<file path="config.mk">
export PLATFORM = sky130hd
export DESIGN_NAME = timer01
export DESIGN_NICKNAME = d
export VERILOG_FILES = /design/src/logic/timer01_pkg.sv /design/src/logic/pin_sync.sv /design/src/logic/timer01.sv
export SDC_FILE = /design/constraint.sdc
export NUM_CORES = 1
export LEC_CHECK = 0
export BUFFER_PORTS_ARGS = -buffer_cell sky130_fd_sc_hd__clkbuf_2
export CORE_ASPECT_RATIO = 1.75
export CORE_MARGIN = 2
export CORE_UTILIZATION = 44
export DETAILED_ROUTE_END_ITERATION = 8
export GPL_TIMING_DRIVEN = 0
export MAX_ROUTING_LAYER = met4
export PLACE_DENSITY = 0.68
export SYNTH_ARGS = -nofsm -noshare
export SYNTH_HDL_FRONTEND = slang
export SYNTH_SLANG_ARGS = --single-unit
</file>
<file path="constraint.sdc">
create_clock -name clk_sys -period 2.11 [get_ports clk_sys]
set_input_delay 0.1055 -clock clk_sys [delete_from_list [all_inputs] [get_ports clk_sys]]
set_output_delay 0.1055 -clock clk_sys [all_outputs]
set_load 0.01 [all_outputs]
</file>
<file path="src/logic/timer01_pkg.sv">
// Constants and types for the dual legacy counter/timer
// Functional notes
// - In event mode the count steps once per falling edge of the event pin.
// - Five clock sources: prescaled clock picks, or the system clock.
// - 13-bit mode: high byte holds upper eight, low byte bits 4..0 lower five.
// - 13-bit wrap from all ones sets the overflow flag and interrupt if enabled.
// - Timer mode: system clock when clock select is one, else prescaled clock.
// - Counting needs run bit and either no gating or active gating input.
// - Setting run does not clear the count.
// - Timer 1 mirrors timer 0 with its own bits and second gating input.
// - 16-bit mode counts all sixteen bits, enabled like 13-bit mode.
// - 8-bit reload: low byte wraps, sets flag, reloads from unchanged high byte.
// - Split mode: timer 0 low byte is an 8-bit counter with timer 0 controls.
// - Split mode: timer 0 high byte times only, runs on run 1, sets flag 1.
// - While split, timer 1 has no external clock and sets no flag, overflow still out.
// - While split, timer 1 runs unless its own mode is split.
// - External flags: edge mode latch and clear; level mode follow active input.
// - Mode field: 00 13-bit, 01 16-bit, 10 8-bit reload, 11 split or off.
// - Prescale: system clock /12, /4, /48, or external clock /8 synchronised.
// - Clock select is ignored while the counter select bit is one, except by timer 1 in split mode.
package timer01_pkg;
  localparam logic [7:0] ADDR_CTL = 8'h88;
  localparam logic [7:0] ADDR_MODE = 8'h89;
  localparam logic [7:0] ADDR_CL0 = 8'h8a;
  localparam logic [7:0] ADDR_CL1 = 8'h8b;
  localparam logic [7:0] ADDR_CH0 = 8'h8c;
  localparam logic [7:0] ADDR_CH1 = 8'h8d;
  localparam logic [7:0] ADDR_CLKSEL = 8'h8e;
  localparam logic [7:0] RESET_BYTE = 8'h00;
  localparam int CTL_TF1 = 7;
  localparam int CTL_TR1 = 6;
  localparam int CTL_TF0 = 5;
  localparam int CTL_TR0 = 4;
  localparam int CTL_IE1 = 3;
  localparam int CTL_IT1 = 2;
  localparam int CTL_IE0 = 1;
  localparam int CTL_IT0 = 0;
  localparam int MODE_EXT_GATE_SEL_1 = 7;
  localparam int MODE_CT1 = 6;
  localparam int MODE_M1_LO = 4;
  localparam int MODE_EXT_GATE_SEL_0 = 3;
  localparam int MODE_CT0 = 2;
  localparam int MODE_M0_LO = 0;
  localparam int CKS_T1M = 3;
  localparam int CKS_T0M = 2;
  localparam int CKS_SCA_LO = 0;
  localparam logic [5:0] DIV_SYS12 = 6'h0c;
  localparam logic [5:0] DIV_SYS4 = 6'h04;
  localparam logic [5:0] DIV_SYS48 = 6'h30;
  localparam logic [2:0] EXT_DIV8_LAST = 3'h7;
  typedef enum logic [1:0] {
    MODE_13BIT = 2'b00,
    MODE_16BIT = 2'b01,
    MODE_8RELOAD = 2'b10,
    MODE_SPLIT = 2'b11
  } tmode_t;
  typedef enum logic [1:0] {
    SCALE_DIV12 = 2'b00,
    SCALE_DIV4 = 2'b01,
    SCALE_DIV48 = 2'b10,
    SCALE_EXT8 = 2'b11
  } scale_t;
  typedef struct packed {
    logic [7:0] hi;
    logic [7:0] lo;
  } count_t;
  typedef struct packed {
    count_t cnt;
    logic ovf;
  } step_t;
endpackage

</file>
<file path="src/logic/pin_sync.sv">
// Two-stage synchroniser with edge detection for pin inputs
`timescale 1ns/1ps
module pin_sync #(
  parameter int W = 5
) (
  input wire logic clk_sys,
  input wire logic rstn,
  input wire logic [W-1:0] d,
  output logic [W-1:0] level,
  output logic [W-1:0] rise,
  output logic [W-1:0] fall
);
  logic [W-1:0] meta;
  logic [W-1:0] prev;
  // First stage is read only by the second
  always_ff @(posedge clk_sys or negedge rstn) begin
    if (!rstn) begin
      meta <= '0;
      level <= '0;
      prev <= '0;
    end else begin
      meta <= d;
      level <= meta;
      prev <= level;
    end
  end
  assign fall = prev & ~level;
  assign rise = ~prev & level;
endmodule

</file>
<file path="src/logic/timer01.sv">
// Dual legacy counter/timer with its control, mode and clock select registers
`timescale 1ns/1ps
module timer01 (
  input wire logic clk_sys,
  input wire logic rstn,
  input wire logic [7:0] sfr_addr,
  input wire logic sfr_wr,
  input wire logic [7:0] sfr_wdata,
  input wire logic sfr_rd,
  output logic [7:0] sfr_rdata,
  input wire logic event_pin_0,
  input wire logic event_pin_1,
  input wire logic gating_input_0,
  input wire logic gating_input_1,
  input wire logic ext_clk,
  input wire logic ext_irq_polarity_0,
  input wire logic ext_irq_polarity_1,
  input wire logic timer_irq_enable_0,
  input wire logic timer_irq_enable_1,
  input wire logic vec_ack_timer_0,
  input wire logic vec_ack_timer_1,
  input wire logic vec_ack_ext_0,
  input wire logic vec_ack_ext_1,
  output logic timer_irq_0,
  output logic timer_irq_1,
  output logic ext_irq_req_0,
  output logic ext_irq_req_1,
  output logic t1_overflow
);
  logic [7:0] ctl, next_ctl;
  logic [7:0] mode_reg, next_mode_reg;
  logic [7:0] clksel, next_clksel;
  timer01_pkg::count_t c0, next_c0, c1, next_c1;
  logic [5:0] pre_cnt, next_pre_cnt;
  logic [2:0] ext_cnt, next_ext_cnt;
  logic [7:0] next_sfr_rdata;
  logic next_t1_overflow;
  logic [4:0] lvl, rise, fall;
  logic act0, act1, edge0, edge1, pre_tick, split;
  logic src0, src1, tick0, tick1, tick_h, ovf0, ovf1, ovf_h;
  logic [5:0] div;
  timer01_pkg::tmode_t m0, m1;
  timer01_pkg::step_t s0, s1;

  // Bits 0/1 event pins, 2/3 gating inputs, 4 external clock
  pin_sync #(.W(5)) u_sync (
    .clk_sys(clk_sys),
    .rstn(rstn),
    .d({ext_clk, gating_input_1, gating_input_0, event_pin_1, event_pin_0}),
    .level(lvl),
    .rise(rise),
    .fall(fall)
  );

  // One count step for the non-split modes
  function automatic timer01_pkg::step_t count_step(input timer01_pkg::tmode_t m, input timer01_pkg::count_t c);
    timer01_pkg::step_t r;
    r.cnt = c;
    r.ovf = 1'b0;
    case (m)
      timer01_pkg::MODE_13BIT: begin
        // Bits 7..5 of the low byte are left alone
        r.cnt.lo[4:0] = c.lo[4:0] + 5'h01;
        if (&c.lo[4:0]) begin
          r.cnt.hi = c.hi + 8'h01;
        end
        r.ovf = (&c.hi) & (&c.lo[4:0]);
      end
      timer01_pkg::MODE_16BIT: begin
        r.cnt = c + 16'h0001;
        r.ovf = &c;
      end
      timer01_pkg::MODE_8RELOAD: begin
        if (&c.lo) begin
          r.cnt.lo = c.hi;
          r.ovf = 1'b1;
        end else begin
          r.cnt.lo = c.lo + 8'h01;
        end
      end
      default: begin
        r.cnt = c;
      end
    endcase
    return r;
  endfunction

  always_comb begin
    m0 = timer01_pkg::tmode_t'(mode_reg[timer01_pkg::MODE_M0_LO +: 2]);
    m1 = timer01_pkg::tmode_t'(mode_reg[timer01_pkg::MODE_M1_LO +: 2]);
    split = (m0 == timer01_pkg::MODE_SPLIT);
    // Gating input is active low unless its polarity bit is one
    act0 = ext_irq_polarity_0 ? lvl[2] : ~lvl[2];
    act1 = ext_irq_polarity_1 ? lvl[3] : ~lvl[3];
    edge0 = ext_irq_polarity_0 ? rise[2] : fall[2];
    edge1 = ext_irq_polarity_1 ? rise[3] : fall[3];

    // Prescaler
    case (timer01_pkg::scale_t'(clksel[timer01_pkg::CKS_SCA_LO +: 2]))
      timer01_pkg::SCALE_DIV4: div = timer01_pkg::DIV_SYS4;
      timer01_pkg::SCALE_DIV48: div = timer01_pkg::DIV_SYS48;
      default: div = timer01_pkg::DIV_SYS12;
    endcase
    next_pre_cnt = pre_cnt;
    next_ext_cnt = ext_cnt;
    if (timer01_pkg::scale_t'(clksel[timer01_pkg::CKS_SCA_LO +: 2]) == timer01_pkg::SCALE_EXT8) begin
      // External clock is only ever seen through the synchroniser
      pre_tick = fall[4] && (ext_cnt == timer01_pkg::EXT_DIV8_LAST);
      if (fall[4]) begin
        next_ext_cnt = ext_cnt + 3'h1;
      end
    end else begin
      // >= recovers cleanly when the divisor shrinks mid-count
      pre_tick = (pre_cnt >= div - 6'h01);
      next_pre_cnt = pre_tick ? 6'h00 : pre_cnt + 6'h01;
    end

    // Timer 0 source and enable
    if (mode_reg[timer01_pkg::MODE_CT0]) begin
      src0 = fall[0];
    end else begin
      src0 = clksel[timer01_pkg::CKS_T0M] ? 1'b1 : pre_tick;
    end
    tick0 = ctl[timer01_pkg::CTL_TR0] & (~mode_reg[timer01_pkg::MODE_EXT_GATE_SEL_0] | act0) & src0;

    // Timer 1 source and enable
    if (split) begin
      src1 = clksel[timer01_pkg::CKS_T1M] ? 1'b1 : pre_tick;
      tick1 = (m1 != timer01_pkg::MODE_SPLIT) & src1;
    end else begin
      if (mode_reg[timer01_pkg::MODE_CT1]) begin
        src1 = fall[1];
      end else begin
        src1 = clksel[timer01_pkg::CKS_T1M] ? 1'b1 : pre_tick;
      end
      tick1 = ctl[timer01_pkg::CTL_TR1] & (~mode_reg[timer01_pkg::MODE_EXT_GATE_SEL_1] | act1) & src1;
    end

    // Count registers; run does not touch the count
    next_c0 = c0;
    next_c1 = c1;
    s0 = count_step(m0, c0);
    s1 = count_step(m1, c1);
    ovf0 = 1'b0;
    ovf_h = 1'b0;
    tick_h = 1'b0;
    if (split) begin
      if (tick0) begin
        next_c0.lo = c0.lo + 8'h01;
        ovf0 = &c0.lo;
      end
      // High half times only, from the timer 1 clock select
      tick_h = ctl[timer01_pkg::CTL_TR1] & (clksel[timer01_pkg::CKS_T1M] | pre_tick);
      if (tick_h) begin
        next_c0.hi = c0.hi + 8'h01;
        ovf_h = &c0.hi;
      end
    end else if (tick0) begin
      next_c0 = s0.cnt;
      ovf0 = s0.ovf;
    end
    ovf1 = tick1 & s1.ovf;
    if (tick1) begin
      next_c1 = s1.cnt;
    end
    next_t1_overflow = ovf1;

    // Software writes win over a same-cycle count step
    next_mode_reg = mode_reg;
    next_clksel = clksel;
    next_ctl = ctl;
    if (sfr_wr) begin
      case (sfr_addr)
        timer01_pkg::ADDR_CTL: next_ctl = sfr_wdata;
        timer01_pkg::ADDR_MODE: next_mode_reg = sfr_wdata;
        timer01_pkg::ADDR_CLKSEL: next_clksel = sfr_wdata;
        timer01_pkg::ADDR_CL0: next_c0.lo = sfr_wdata;
        timer01_pkg::ADDR_CH0: next_c0.hi = sfr_wdata;
        timer01_pkg::ADDR_CL1: next_c1.lo = sfr_wdata;
        timer01_pkg::ADDR_CH1: next_c1.hi = sfr_wdata;
        default: next_ctl = ctl;
      endcase
    end
    // Clears first, sets last so a same-cycle event is kept
    if (vec_ack_timer_0) begin
      next_ctl[timer01_pkg::CTL_TF0] = 1'b0;
    end
    if (vec_ack_timer_1) begin
      next_ctl[timer01_pkg::CTL_TF1] = 1'b0;
    end
    if (vec_ack_ext_0) begin
      next_ctl[timer01_pkg::CTL_IE0] = 1'b0;
    end
    if (vec_ack_ext_1) begin
      next_ctl[timer01_pkg::CTL_IE1] = 1'b0;
    end
    if (ovf0) begin
      next_ctl[timer01_pkg::CTL_TF0] = 1'b1;
    end
    if (split ? ovf_h : ovf1) begin
      next_ctl[timer01_pkg::CTL_TF1] = 1'b1;
    end
    // Stored flag only matters in edge mode; level mode is read live
    if (!next_ctl[timer01_pkg::CTL_IT0]) begin
      next_ctl[timer01_pkg::CTL_IE0] = 1'b0;
    end else if (edge0) begin
      next_ctl[timer01_pkg::CTL_IE0] = 1'b1;
    end
    if (!next_ctl[timer01_pkg::CTL_IT1]) begin
      next_ctl[timer01_pkg::CTL_IE1] = 1'b0;
    end else if (edge1) begin
      next_ctl[timer01_pkg::CTL_IE1] = 1'b1;
    end

    // Registered read data, one cycle after the read strobe
    next_sfr_rdata = sfr_rdata;
    if (sfr_rd) begin
      case (sfr_addr)
        timer01_pkg::ADDR_CTL: next_sfr_rdata = {ctl[7:4], ext_irq_req_1, ctl[2], ext_irq_req_0, ctl[0]};
        timer01_pkg::ADDR_MODE: next_sfr_rdata = mode_reg;
        timer01_pkg::ADDR_CLKSEL: next_sfr_rdata = clksel;
        timer01_pkg::ADDR_CL0: next_sfr_rdata = c0.lo;
        timer01_pkg::ADDR_CH0: next_sfr_rdata = c0.hi;
        timer01_pkg::ADDR_CL1: next_sfr_rdata = c1.lo;
        timer01_pkg::ADDR_CH1: next_sfr_rdata = c1.hi;
        default: next_sfr_rdata = timer01_pkg::RESET_BYTE;
      endcase
    end
  end

  always_ff @(posedge clk_sys or negedge rstn) begin
    if (!rstn) begin
      ctl <= timer01_pkg::RESET_BYTE;
      mode_reg <= timer01_pkg::RESET_BYTE;
      clksel <= timer01_pkg::RESET_BYTE;
      c0 <= '0;
      c1 <= '0;
      pre_cnt <= 6'h00;
      ext_cnt <= 3'h0;
      sfr_rdata <= timer01_pkg::RESET_BYTE;
      t1_overflow <= 1'b0;
    end else begin
      ctl <= next_ctl;
      mode_reg <= next_mode_reg;
      clksel <= next_clksel;
      c0 <= next_c0;
      c1 <= next_c1;
      pre_cnt <= next_pre_cnt;
      ext_cnt <= next_ext_cnt;
      sfr_rdata <= next_sfr_rdata;
      t1_overflow <= next_t1_overflow;
    end
  end

  assign timer_irq_0 = ctl[timer01_pkg::CTL_TF0] & timer_irq_enable_0;
  assign timer_irq_1 = ctl[timer01_pkg::CTL_TF1] & timer_irq_enable_1;
  assign ext_irq_req_0 = ctl[timer01_pkg::CTL_IT0] ? ctl[timer01_pkg::CTL_IE0] : act0;
  assign ext_irq_req_1 = ctl[timer01_pkg::CTL_IT1] ? ctl[timer01_pkg::CTL_IE1] : act1;
endmodule

</file>
==> flow_metrics.env, run 1 <==
export IMPL_fmax_mhz=410.1
export IMPL_syn_to_final_growth_pct=23.40
export IMPL_vdd_drop_max_uv=648.2
export IMPL_drive_above_1_share_pct=25.68
export IMPL_relSlewSlack_pct=53.41
export IMPL_viasPerCell=6.383
export IMPL_p_leak_nw=3.236
export IMPL_antenna_found_initial=0
export IMPL_diodes=0
export IMPL_post_route_period_util_pct=115.6
export IMPL_yosys_warnings=0
export IMPL_final_core_util_pct=54.97
export IMPL_cts_buffers=9
export IMPL_synthXorXnorAreaFrac_pct=2.073
export IMPL_die_h_um=162.7
export IMPL_tightest_slew_ns=0.6915
export IMPL_clkLatencyLatePin_ns=0.35
export IMPL_final_hold_viol_count=0
export IMPL_path_class="flip-flop to flip-flop"
export IMPL_rsz0062_at_grt="yes"
export IMPL_tns_ns=-5.105
export IMPL_drtIter0Drc=433
export IMPL_synth_ff_type="dfrtp_1"
export IMPL_setup_viol_count_final=33
export IMPL_reg2reg_slack_ns=-0.33
export IMPL_placed_area_um2=6874
export IMPL_clock_power_share_pct=29.6
export IMPL_core_area_um2=14220
export IMPL_grt_pass1_wl_mm=35.84
export IMPL_grt_use_total_pct=31.92
export IMPL_numPortBuffers=41
export IMPL_power_frac_seq_pct=38.1
export IMPL_power_density_nw_per_um2=729.8
export IMPL_clkTransAtPathRegs_ns=0.08
export IMPL_synth_seq_cells=89
export IMPL_hold_path_class="input pin to flip-flop"
export IMPL_top_regs="c0 x16, c1 x16"
export IMPL_root_buffer="clkbuf_16"
export IMPL_gp_congestion=0.9665
export IMPL_dp_hpwl_mm=17.10
export IMPL_yosys_area_share_simple_pct=20.58
export IMPL_async_flop_share_pct=100.0
export IMPL_place_worst_setup_slack_ns=-0.5206
export IMPL_wl_mm=23.10
export IMPL_crit_path_end_kind="flip-flop"
export IMPL_fill_cells=1350
export IMPL_syn_area_um2=6336
export IMPL_die_area_um2=15410
export IMPL_syn_nets=778
export IMPL_power_frac_comb_pct=32.3
export IMPL_clockBufferDepth=2
export IMPL_rows=58
export IMPL_synth_compound_area_share_pct=22.16
export IMPL_cts_sinks=89
export IMPL_p_sw_share_pct=37.90
export IMPL_synthCells=724
export IMPL_p_switching_mw=2.162
export IMPL_grt_pass1_vias=6396
export IMPL_yosysSeqAreaShare_pct=35.15
export IMPL_synth_area_mux_share_pct=10.13
export IMPL_mostFrequentLayoutCells="nand2_1 (95), dfrtp_1 (83), clkbuf_2 (45)"
export IMPL_cts_tree="done"
export IMPL_slew_violations=0
export IMPL_synth_edff_count=0
export IMPL_grt_ovfl_total=0
export IMPL_grt_max_degree=64
export IMPL_fin_crit_ns=2.438
export IMPL_critPathRequiredTime_ns=2.34
export IMPL_crit_path_start_kind="flip-flop"
export IMPL_ant_nets=0
export IMPL_final_area_um2=7819
export IMPL_layout_commonest_cell="nand2_1"
export IMPL_drc=0
export IMPL_avgSynthCellArea_um2=8.751
export IMPL_worst_slack_ns=-0.3285
export IMPL_p_int_mw=3.544
export IMPL_start_util_pct=44.55
export IMPL_io_pins=46
export IMPL_drt_pass1_iterations=5
export IMPL_netlist_cell_type_count=83
export IMPL_synth_top_family_by_area="compound AO/OA/AOI/OAI gates"
export IMPL_synthAdderAreaFrac_pct=4.147
export IMPL_avgRoutedWirePerCell_um=23.42
export IMPL_cp_max_fo=6
export IMPL_worst_ep_arrival_time_ns=2.67
export IMPL_fp_dieW_um=94.71
export IMPL_fin_skew_ns=0.009269
export IMPL_status="finished with violations"
export IMPL_via_count=6294
export IMPL_h_tree_depth=3
export IMPL_maxCapViolCount=0
export IMPL_violations="setup timing"
export IMPL_fin_nets=855
## stage by stage
step / total power, mW / hold WS, ns / cells
floorplan: 3.121 / -0.1901 / 724
global placement: 3.586 / 0.2133 / 945
detailed placement: 3.649 / 0.08893 / 946
CTS: 5.596 / 0.1005 / 985
global route: 5.950 / 0.1031 / 986
finish: 5.706 / 0.1127 / 986
## power by group through the flow
stage,Clock [mW],Sequential [mW],Combinational [mW]
4_1_cts,1.70,2.17,1.72
2_1_floorplan,0,2.10,1.02
5_1_grt,1.76,2.20,1.99
6_report,1.69,2.18,1.84
3_5_place_dp,0,2.21,1.44
3_3_place_gp,0,2.20,1.38
## Yosys cell counts, types with 7 or more instances
master    count  share of area (%)
nor3_1       12               0.95
and2_1       12                1.2
o31ai_1       8               0.95
and3_1       12                1.2
o221ai_1      8                1.1
o22ai_1      13                1.3
mux2i_1      24                3.8
buf_2        12               0.95
a31oi_1      20                2.0
xor2_1        8                1.1
mux2_1        7                1.2
a21oi_1      34                2.7
nand4_1      12                1.2
nor2_1       39                2.3
xnor2_1       7               0.97
dfrtp_1      89                 35
a221oi_1      9                1.2
nand2_1      98                5.8
o21ai_0      44                3.5
mux2_2       14                2.5
nand3_1      32                2.5
inv_1        28                1.7
clkbuf_1     28                1.7
ha_1         21                4.1
a22oi_1       8               0.95
## area by class of cell
class,instances,area (µm²),share of cell area [%]
clock inverters,7,81.33,1.040
plain buffers,47,279.0,3.569
multi-input cells,556,4156,53.16
clock buffers,9,225.2,2.880
inverters,29,111.4,1.424
well taps,180,225.2,2.880
flip-flops and latches,89,2235,28.58
repair buffers,69,505.5,6.465
## path summary, 6_finish.rpt
| check | start | end | cells past startpoint |
|---|---|---|---|
| min reg2reg | u_sync.meta[4] | u_sync.level[4] | 0 |
| min | sfr_wdata[6] | c0[14] | 3 |
| min in group asynchronous | rstn | u_sync.meta[0] | 2 |
| max reg2reg | clksel[0] | c0[5] | 11 |
| max | clksel[0] | c0[5] | 11 |
| max in group asynchronous | rstn | c0[1] | 3 |
## per-layer routing
metal | share of wire [%] | vias up | GRT usage, %
met4 | 7.1 | 0 | 18.64
met3 | 4.8 | 108 | 3.748
met5 | 0 | - | -
met1 | 37 | 3068 | 35.10
li1 | - | 2846 | -
met2 | 51 | 272 | 54.61
## logic make-up after synthesis
group | after synthesis
fa+ha+maj | 21
compound gates | 206
flops | 89
buf+inv | 79
mux | 53
xor+xnor | 15
other cells | 1
simple gates | 260
## critical path, stage by stage (launching register included)
cell and delay [ns]:
dfrtp_2 0.43, nand2b_4 0.17, ha_4 0.23, a21oi_4 0.18, o22ai_4 0.11, o211ai_1 0.45
buf_4 0.27, buf_6 0.12, buf_6 0.09, nor3_2 0.03, a21oi_1 0.13, a31oi_1 0.11
## repair_timing
item / 4_1_cts / 5_1_grt
hold endpoints to repair: 33 / 0
hold buffers: 8 / 0
pin swaps: 23 / 21
cloned: 1 / 1
resized for setup: 60 / 38
setup endpoints to repair: 35 / 36
buffers inserted: 16 / 1
Power figures use the tool's default switching activity.
==> inputs of run 2 (changes only) <==
--- a/config.mk
+++ b/config.mk
@@ -5,14 +5,14 @@
 export SDC_FILE = /design/constraint.sdc
 export NUM_CORES = 1
 export LEC_CHECK = 0
-export BUFFER_PORTS_ARGS = -buffer_cell sky130_fd_sc_hd__clkbuf_2
 export CORE_ASPECT_RATIO = 1.75
 export CORE_MARGIN = 2
 export CORE_UTILIZATION = 44
 export DETAILED_ROUTE_END_ITERATION = 8
+export DONT_BUFFER_PORTS = 1
 export GPL_TIMING_DRIVEN = 0
 export MAX_ROUTING_LAYER = met4
-export PLACE_DENSITY = 0.68
+export PLACE_DENSITY = 0.65
 export SYNTH_ARGS = -nofsm -noshare
 export SYNTH_HDL_FRONTEND = slang
 export SYNTH_SLANG_ARGS = --single-unit
==> run 2 against run 1 <==
The flow finishes with violations (hold timing, setup timing). Via count increased by 0.84%. Count of clock-buffer cells in the layout unchanged. Utilization decreased by 0.57 points. Power decreased by 0.55%. Largest power group unchanged. Hold slack got worse by 0.68 ns. Clock skew increased by 0.0054 ns. Critical path depth decreased by 2. Critical endpoint is now c0[12].
==> flow_metrics.env, run 2 (synthesized netlist as in run 1, its figures left out) <==
export IMPL_p_int_mw=3.549
export IMPL_gp_congestion=0.9610
export IMPL_setup_viol_count_final=34
export IMPL_hold_buffers=16
export IMPL_clkTransAtPathRegs_ns=0.08
export IMPL_ant_nets=0
export IMPL_tightest_slew_ns=0.6321
export IMPL_post_route_period_util_pct=112.7
export IMPL_grt_pass1_wl_mm=37.02
export IMPL_holdWs_ns=-0.5666
export IMPL_reg2regPathDepth=9
export IMPL_cts_sinks=89
export IMPL_critPathRequiredTime_ns=2.35
export IMPL_mostFrequentLayoutCells="nand2_1 (97), dfrtp_1 (82), nor2_1 (39)"
export IMPL_clockBufferDepth=2
export IMPL_cts_tree="done"
export IMPL_hold_path_class="input pin to async pin"
export IMPL_wl_mm=24.57
export IMPL_clock_power_share_pct=29.7
export IMPL_rows=58
export IMPL_drc=0
export IMPL_power_frac_seq_pct=38.3
export IMPL_core_area_um2=14220
export IMPL_violations="hold timing, setup timing"
export IMPL_status="finished with violations"
export IMPL_power_frac_comb_pct=32.1
export IMPL_avgRoutedWirePerCell_um=25.60
export IMPL_vdd_drop_max_uv=710.6
export IMPL_slew_violations=0
export IMPL_reg2reg_slack_ns=-0.27
export IMPL_grt_use_total_pct=33.23
export IMPL_p_sw_share_pct=37.46
export IMPL_p_leak_nw=3.136
export IMPL_clkLatencyLatePin_ns=0.36
export IMPL_grt_max_degree=90
export IMPL_viasPerCell=6.611
export IMPL_drt_pass1_iterations=5
export IMPL_drtIter0Drc=473
export IMPL_cp_max_fo=5
export IMPL_path_class="flip-flop to flip-flop"
export IMPL_rsz0062_at_grt="yes"
export IMPL_grt_ovfl_total=0
export IMPL_maxCapViolCount=0
export IMPL_io_pins=46
export IMPL_syn_to_final_growth_pct=22.12
export IMPL_root_buffer="clkbuf_16"
export IMPL_r2r_end="c0[12]"
export IMPL_die_h_um=162.7
export IMPL_fin_crit_ns=2.377
export IMPL_grt_pass1_vias=6312
export IMPL_worst_slack_ns=-0.2670
export IMPL_via_count=6347
export IMPL_dp_hpwl_mm=17.24
export IMPL_fmax_mhz=420.7
export IMPL_numPortBuffers=0
export IMPL_final_core_util_pct=54.40
export IMPL_h_tree_depth=3
export IMPL_crit_path_start_kind="flip-flop"
export IMPL_top_regs="c0 x16, c1 x16"
export IMPL_fp_dieW_um=94.71
export IMPL_cts_buffers=9
export IMPL_power_density_nw_per_um2=733.4
export IMPL_p_total_mw=5.675
export IMPL_worst_ep_arrival_time_ns=2.62
export IMPL_final_hold_viol_count=90
export IMPL_relSlewSlack_pct=57.70
export IMPL_fin_skew_ns=0.01466
export IMPL_drive_above_1_share_pct=22.21
export IMPL_antenna_found_initial=1
export IMPL_start_util_pct=44.55
export IMPL_fin_nets=828
export IMPL_layout_commonest_cell="nand2_1"
export IMPL_p_switching_mw=2.126
export IMPL_crit_path_end_kind="flip-flop"
export IMPL_die_area_um2=15410
export IMPL_worstReg2RegStart="clksel[0]"
run 2: area by class of cell:
type / count / area (µm²)
Buffer: 46 / 275.3
Clock buffer: 9 / 225.2
Tap cell: 180 / 225.2
Fill cell: 1350 / 6486
Timing Repair Buffer: 43 / 414.1
Clock inverter: 7 / 81.33
Inverter: 29 / 108.9
Multi-Input combinational cell: 556 / 4169
Sequential cell: 89 / 2236
Antenna cell: 1 / 2.502
run 2: critical path, cell delays in order (launching register included):
cell	delay, ns
dfrtp_2	0.43
nand2b_4	0.17
ha_4	0.29
nand3_4	0.10
o22ai_4	0.24
o211a_1	0.21
buf_6	0.16
o21ai_4	0.10
a31o_1	0.23
o32a_1	0.33
run 2: how the worst max path moves through the flow:
stage                     startpoint     end
after detailed placement   clksel[1]  c0[15]
after floorplan            clksel[0]   c1[7]
after global placement     clksel[1]  c0[13]
after CTS                  clksel[0]  c0[12]
after global routing       clksel[0]  c0[12]
final                      clksel[0]  c0[12]
run 2: stage by stage:
step,setup slack (ns),cells,setup TNS [ns],hold WS (ns),instance area [µm²]
3_5_place_dp,-0.4680,904,-10.83,-0.1868,6639
3_3_place_gp,-0.4173,904,-9.414,-0.1873,6639
2_1_floorplan,-0.02891,724,-0.05776,-0.1901,6414
4_1_cts,-0.2087,949,-2.981,-0.5631,7451
6_report,-0.2670,960,-4.370,-0.5666,7737
5_1_grt,-0.3196,960,-7.282,-0.5663,7737
run 2: power groups by stage:
stage	registers (mW)	clock network, mW	logic (mW)
floorplan	2.10	0	1.02
global placement	2.19	0	1.30
detailed placement	2.20	0	1.34
CTS	2.16	1.69	1.64
global route	2.20	1.75	1.98
finish	2.17	1.68	1.82
run 2: what timing repair did:
item	in CTS	in global routing
endpoints found under the hold margin	143	89
pin swaps	26	21
cloned	2	2
setup endpoints to repair	36	35
setup buffers	14	11
gates resized for setup	58	47
run 2: metal layers:
layer	part of all wire [%]	wire [µm]	vias to the layer above	GRT usage, %
li1	-	-	2793	-
met1	34	8389	3107	34.87
met2	51	12580	318	56.67
met3	5.8	1413	129	4.674
met4	8.9	2189	0	22.40
met5	0	0	-	-
==> inputs of run 3 (changes only) <==
--- a/config.mk
+++ b/config.mk
@@ -15,4 +15,5 @@
 export PLACE_DENSITY = 0.65
 export SYNTH_ARGS = -nofsm -noshare
 export SYNTH_HDL_FRONTEND = slang
+export SYNTH_HIERARCHICAL = 1
 export SYNTH_SLANG_ARGS = --single-unit
==> run 3 against run 2 <==
The flow finishes with violations (hold timing, capacitance limit, slew limit, setup timing). Worst setup slack lost 0.18 ns. Power grew 8.0%. Cell area shrank 3.8%. First-iteration DRC count shrank 6.6%. Critical path depth grew 1. Count of clock-buffer cells in the layout is the same. Maximum frequency shrank 7.2%. Sequential power grew 4%. Synthesized cell count shrank 6.6%. Global-route usage shrank 4.7 points. Die area shrank 4.5%. Sequential cell count is the same. Critical path type unchanged.
==> flow_metrics.env, run 3 <==
export IMPL_status="finished with violations"
export IMPL_violations="hold timing, capacitance limit, slew limit, setup timing"
export IMPL_mostFrequentLayoutCells="dfrtp_1 (85), nand2_1 (70), nor2_1 (46)"
export IMPL_setup_viol_count_final=37
export IMPL_worst_ep_arrival_time_ns=2.80
export IMPL_cp_max_fo=5
export IMPL_core_area_um2=13380
export IMPL_tightest_slew_ns=1.490
export IMPL_crit_path_start_kind="flip-flop"
export IMPL_syn_area_um2=6038
export IMPL_final_core_util_pct=55.62
export IMPL_gp_congestion=0.9865
export IMPL_dp_cells=850
export IMPL_grt_max_degree=90
export IMPL_die_area_um2=14710
export IMPL_dp_hpwl_mm=15.01
export IMPL_grt_ovfl_total=0
export IMPL_slew_violations=1
export IMPL_maxCapViolCount=1
export IMPL_fmax_mhz=390.5
export IMPL_layout_commonest_cell="dfrtp_1"
export IMPL_worst_slack_ns=-0.4505
export IMPL_grt_pass1_wl_mm=31.20
export IMPL_clkLatencyLatePin_ns=0.36
export IMPL_root_buffer="clkbuf_16"
export IMPL_wl_mm=20.90
export IMPL_critPathRequiredTime_ns=2.35
export IMPL_hold_path_class="input pin to async pin"
export IMPL_clockBufferDepth=2
export IMPL_fin_crit_ns=2.561
export IMPL_cts_sinks=89
export IMPL_io_pins=46
export IMPL_drt_pass1_iterations=6
export IMPL_power_density_nw_per_um2=823.2
export IMPL_cts_buffers=9
export IMPL_holdWs_ns=-0.5689
export IMPL_placed_area_um2=6284
export IMPL_die_h_um=159.0
export IMPL_final_hold_viol_count=90
export IMPL_drive_above_1_share_pct=23.21
export IMPL_fill_cells=1190
export IMPL_cts_tree="done"
export IMPL_h_tree_depth=3
export IMPL_grt_use_total_pct=28.53
export IMPL_avgSynthCellArea_um2=8.932
export IMPL_grt_pass1_vias=5690
export IMPL_instances_no_fill=902
export IMPL_place_worst_setup_slack_ns=-0.8612
export IMPL_vdd_drop_max_uv=803.8
export IMPL_fin_skew_ns=0.01409
export IMPL_ant_nets=0
export IMPL_p_leak_nw=2.993
export IMPL_hold_buffers=15
export IMPL_start_util_pct=45.12
export IMPL_yosys_warnings=6
export IMPL_path_class="flip-flop to flip-flop"
export IMPL_numPortBuffers=0
export IMPL_rows=56
export IMPL_drc=0
export IMPL_syn_to_final_growth_pct=23.27
export IMPL_antenna_found_initial=0
export IMPL_p_total_mw=6.127
export IMPL_via_count=5737
export IMPL_syn_nets=730
export IMPL_rsz0062_at_grt="yes"
export IMPL_relSlewSlack_pct=-0.2564
export IMPL_diodes=0
export IMPL_drtIter0Drc=442
export IMPL_clkTransAtPathRegs_ns=0.08
export IMPL_avgRoutedWirePerCell_um=23.17
export IMPL_viasPerCell=6.360
export IMPL_final_area_um2=7443
export IMPL_fin_nets=777
export IMPL_crit_path_end_kind="flip-flop"
export IMPL_top_regs="c0 x16, c1 x16"
export IMPL_fp_dieW_um=92.56
export IMPL_post_route_period_util_pct=121.4
export IMPL_tns_ns=-12.58
export IMPL_synthCells=676
-- run 3: cell count changes in the layout (fill, tap and decap cells not counted), moves of 8 or more --
cell,before,now
mux2i_1,24,13
buf_4,21,11
nand2_1,97,70
a21oi_2,4,13
and2b_2,0,8
clkbuf_1,16,27
mux2_2,14,22
-- run 3: repair_timing --
action                                 4_1_cts  5_1_grt
endpoints found under the hold margin      144       89
setup endpoints to repair                   36       43
pin swaps                                   12       33
setup buffers                               11       13
cloned                                       0        1
gates resized for setup                     47       67
-- run 3: layout make-up --
class	count	area, µm²	share of cell area, %
inverters	22	86.33	1.160
clock inverters	7	80.08	1.076
repair buffers	39	431.7	5.799
multi-input cells	522	3976	53.42
clock buffers	9	225.2	3.026
well taps	174	217.7	2.925
plain buffers	40	193.9	2.605
flip-flops and latches	89	2232	29.99
-- run 3: where the power goes --
group | internal, mW | switching (mW)
clock | 0.846 | 0.823
combinational | 0.998 | 1.21
sequential | 1.94 | 0.314
-- run 3: metal layers --
layer,track usage [%],part of all wire [%],vias up
met3,3.597,4.3,120
met4,19.27,8.5,0
met2,50.13,52,238
li1,-,-,2580
met5,-,0,-
met1,28.90,35,2799
-- run 3: worst paths after layout --
path                                 from  slack, ns  depth (start not counted)         endpoint
min                                  rstn      -0.57                          0           c0[10]
max                             clksel[0]      -0.45                         10           c0[14]
min in group clk_sys        vec_ack_ext_1          0                          2           ctl[3]
min reg2reg                u_sync/meta[4]       0.35                          0  u_sync/level[4]
max reg2reg                     clksel[0]      -0.45                         10           c0[14]
max in group asynchronous            rstn       2.50                          0           c0[15]
-- run 3: worst max-delay path: stages (launching register included) --
cell and delay (ns):
dfrtp_1 0.42, or2b_4 0.29, ha_4 0.29, nor2b_4 0.22, o31ai_4 0.07, buf_6 0.14, buf_6 0.12, a21oi_4 0.26
nand3_1 0.18, a311oi_2 0.34, a21oi_1 0.11
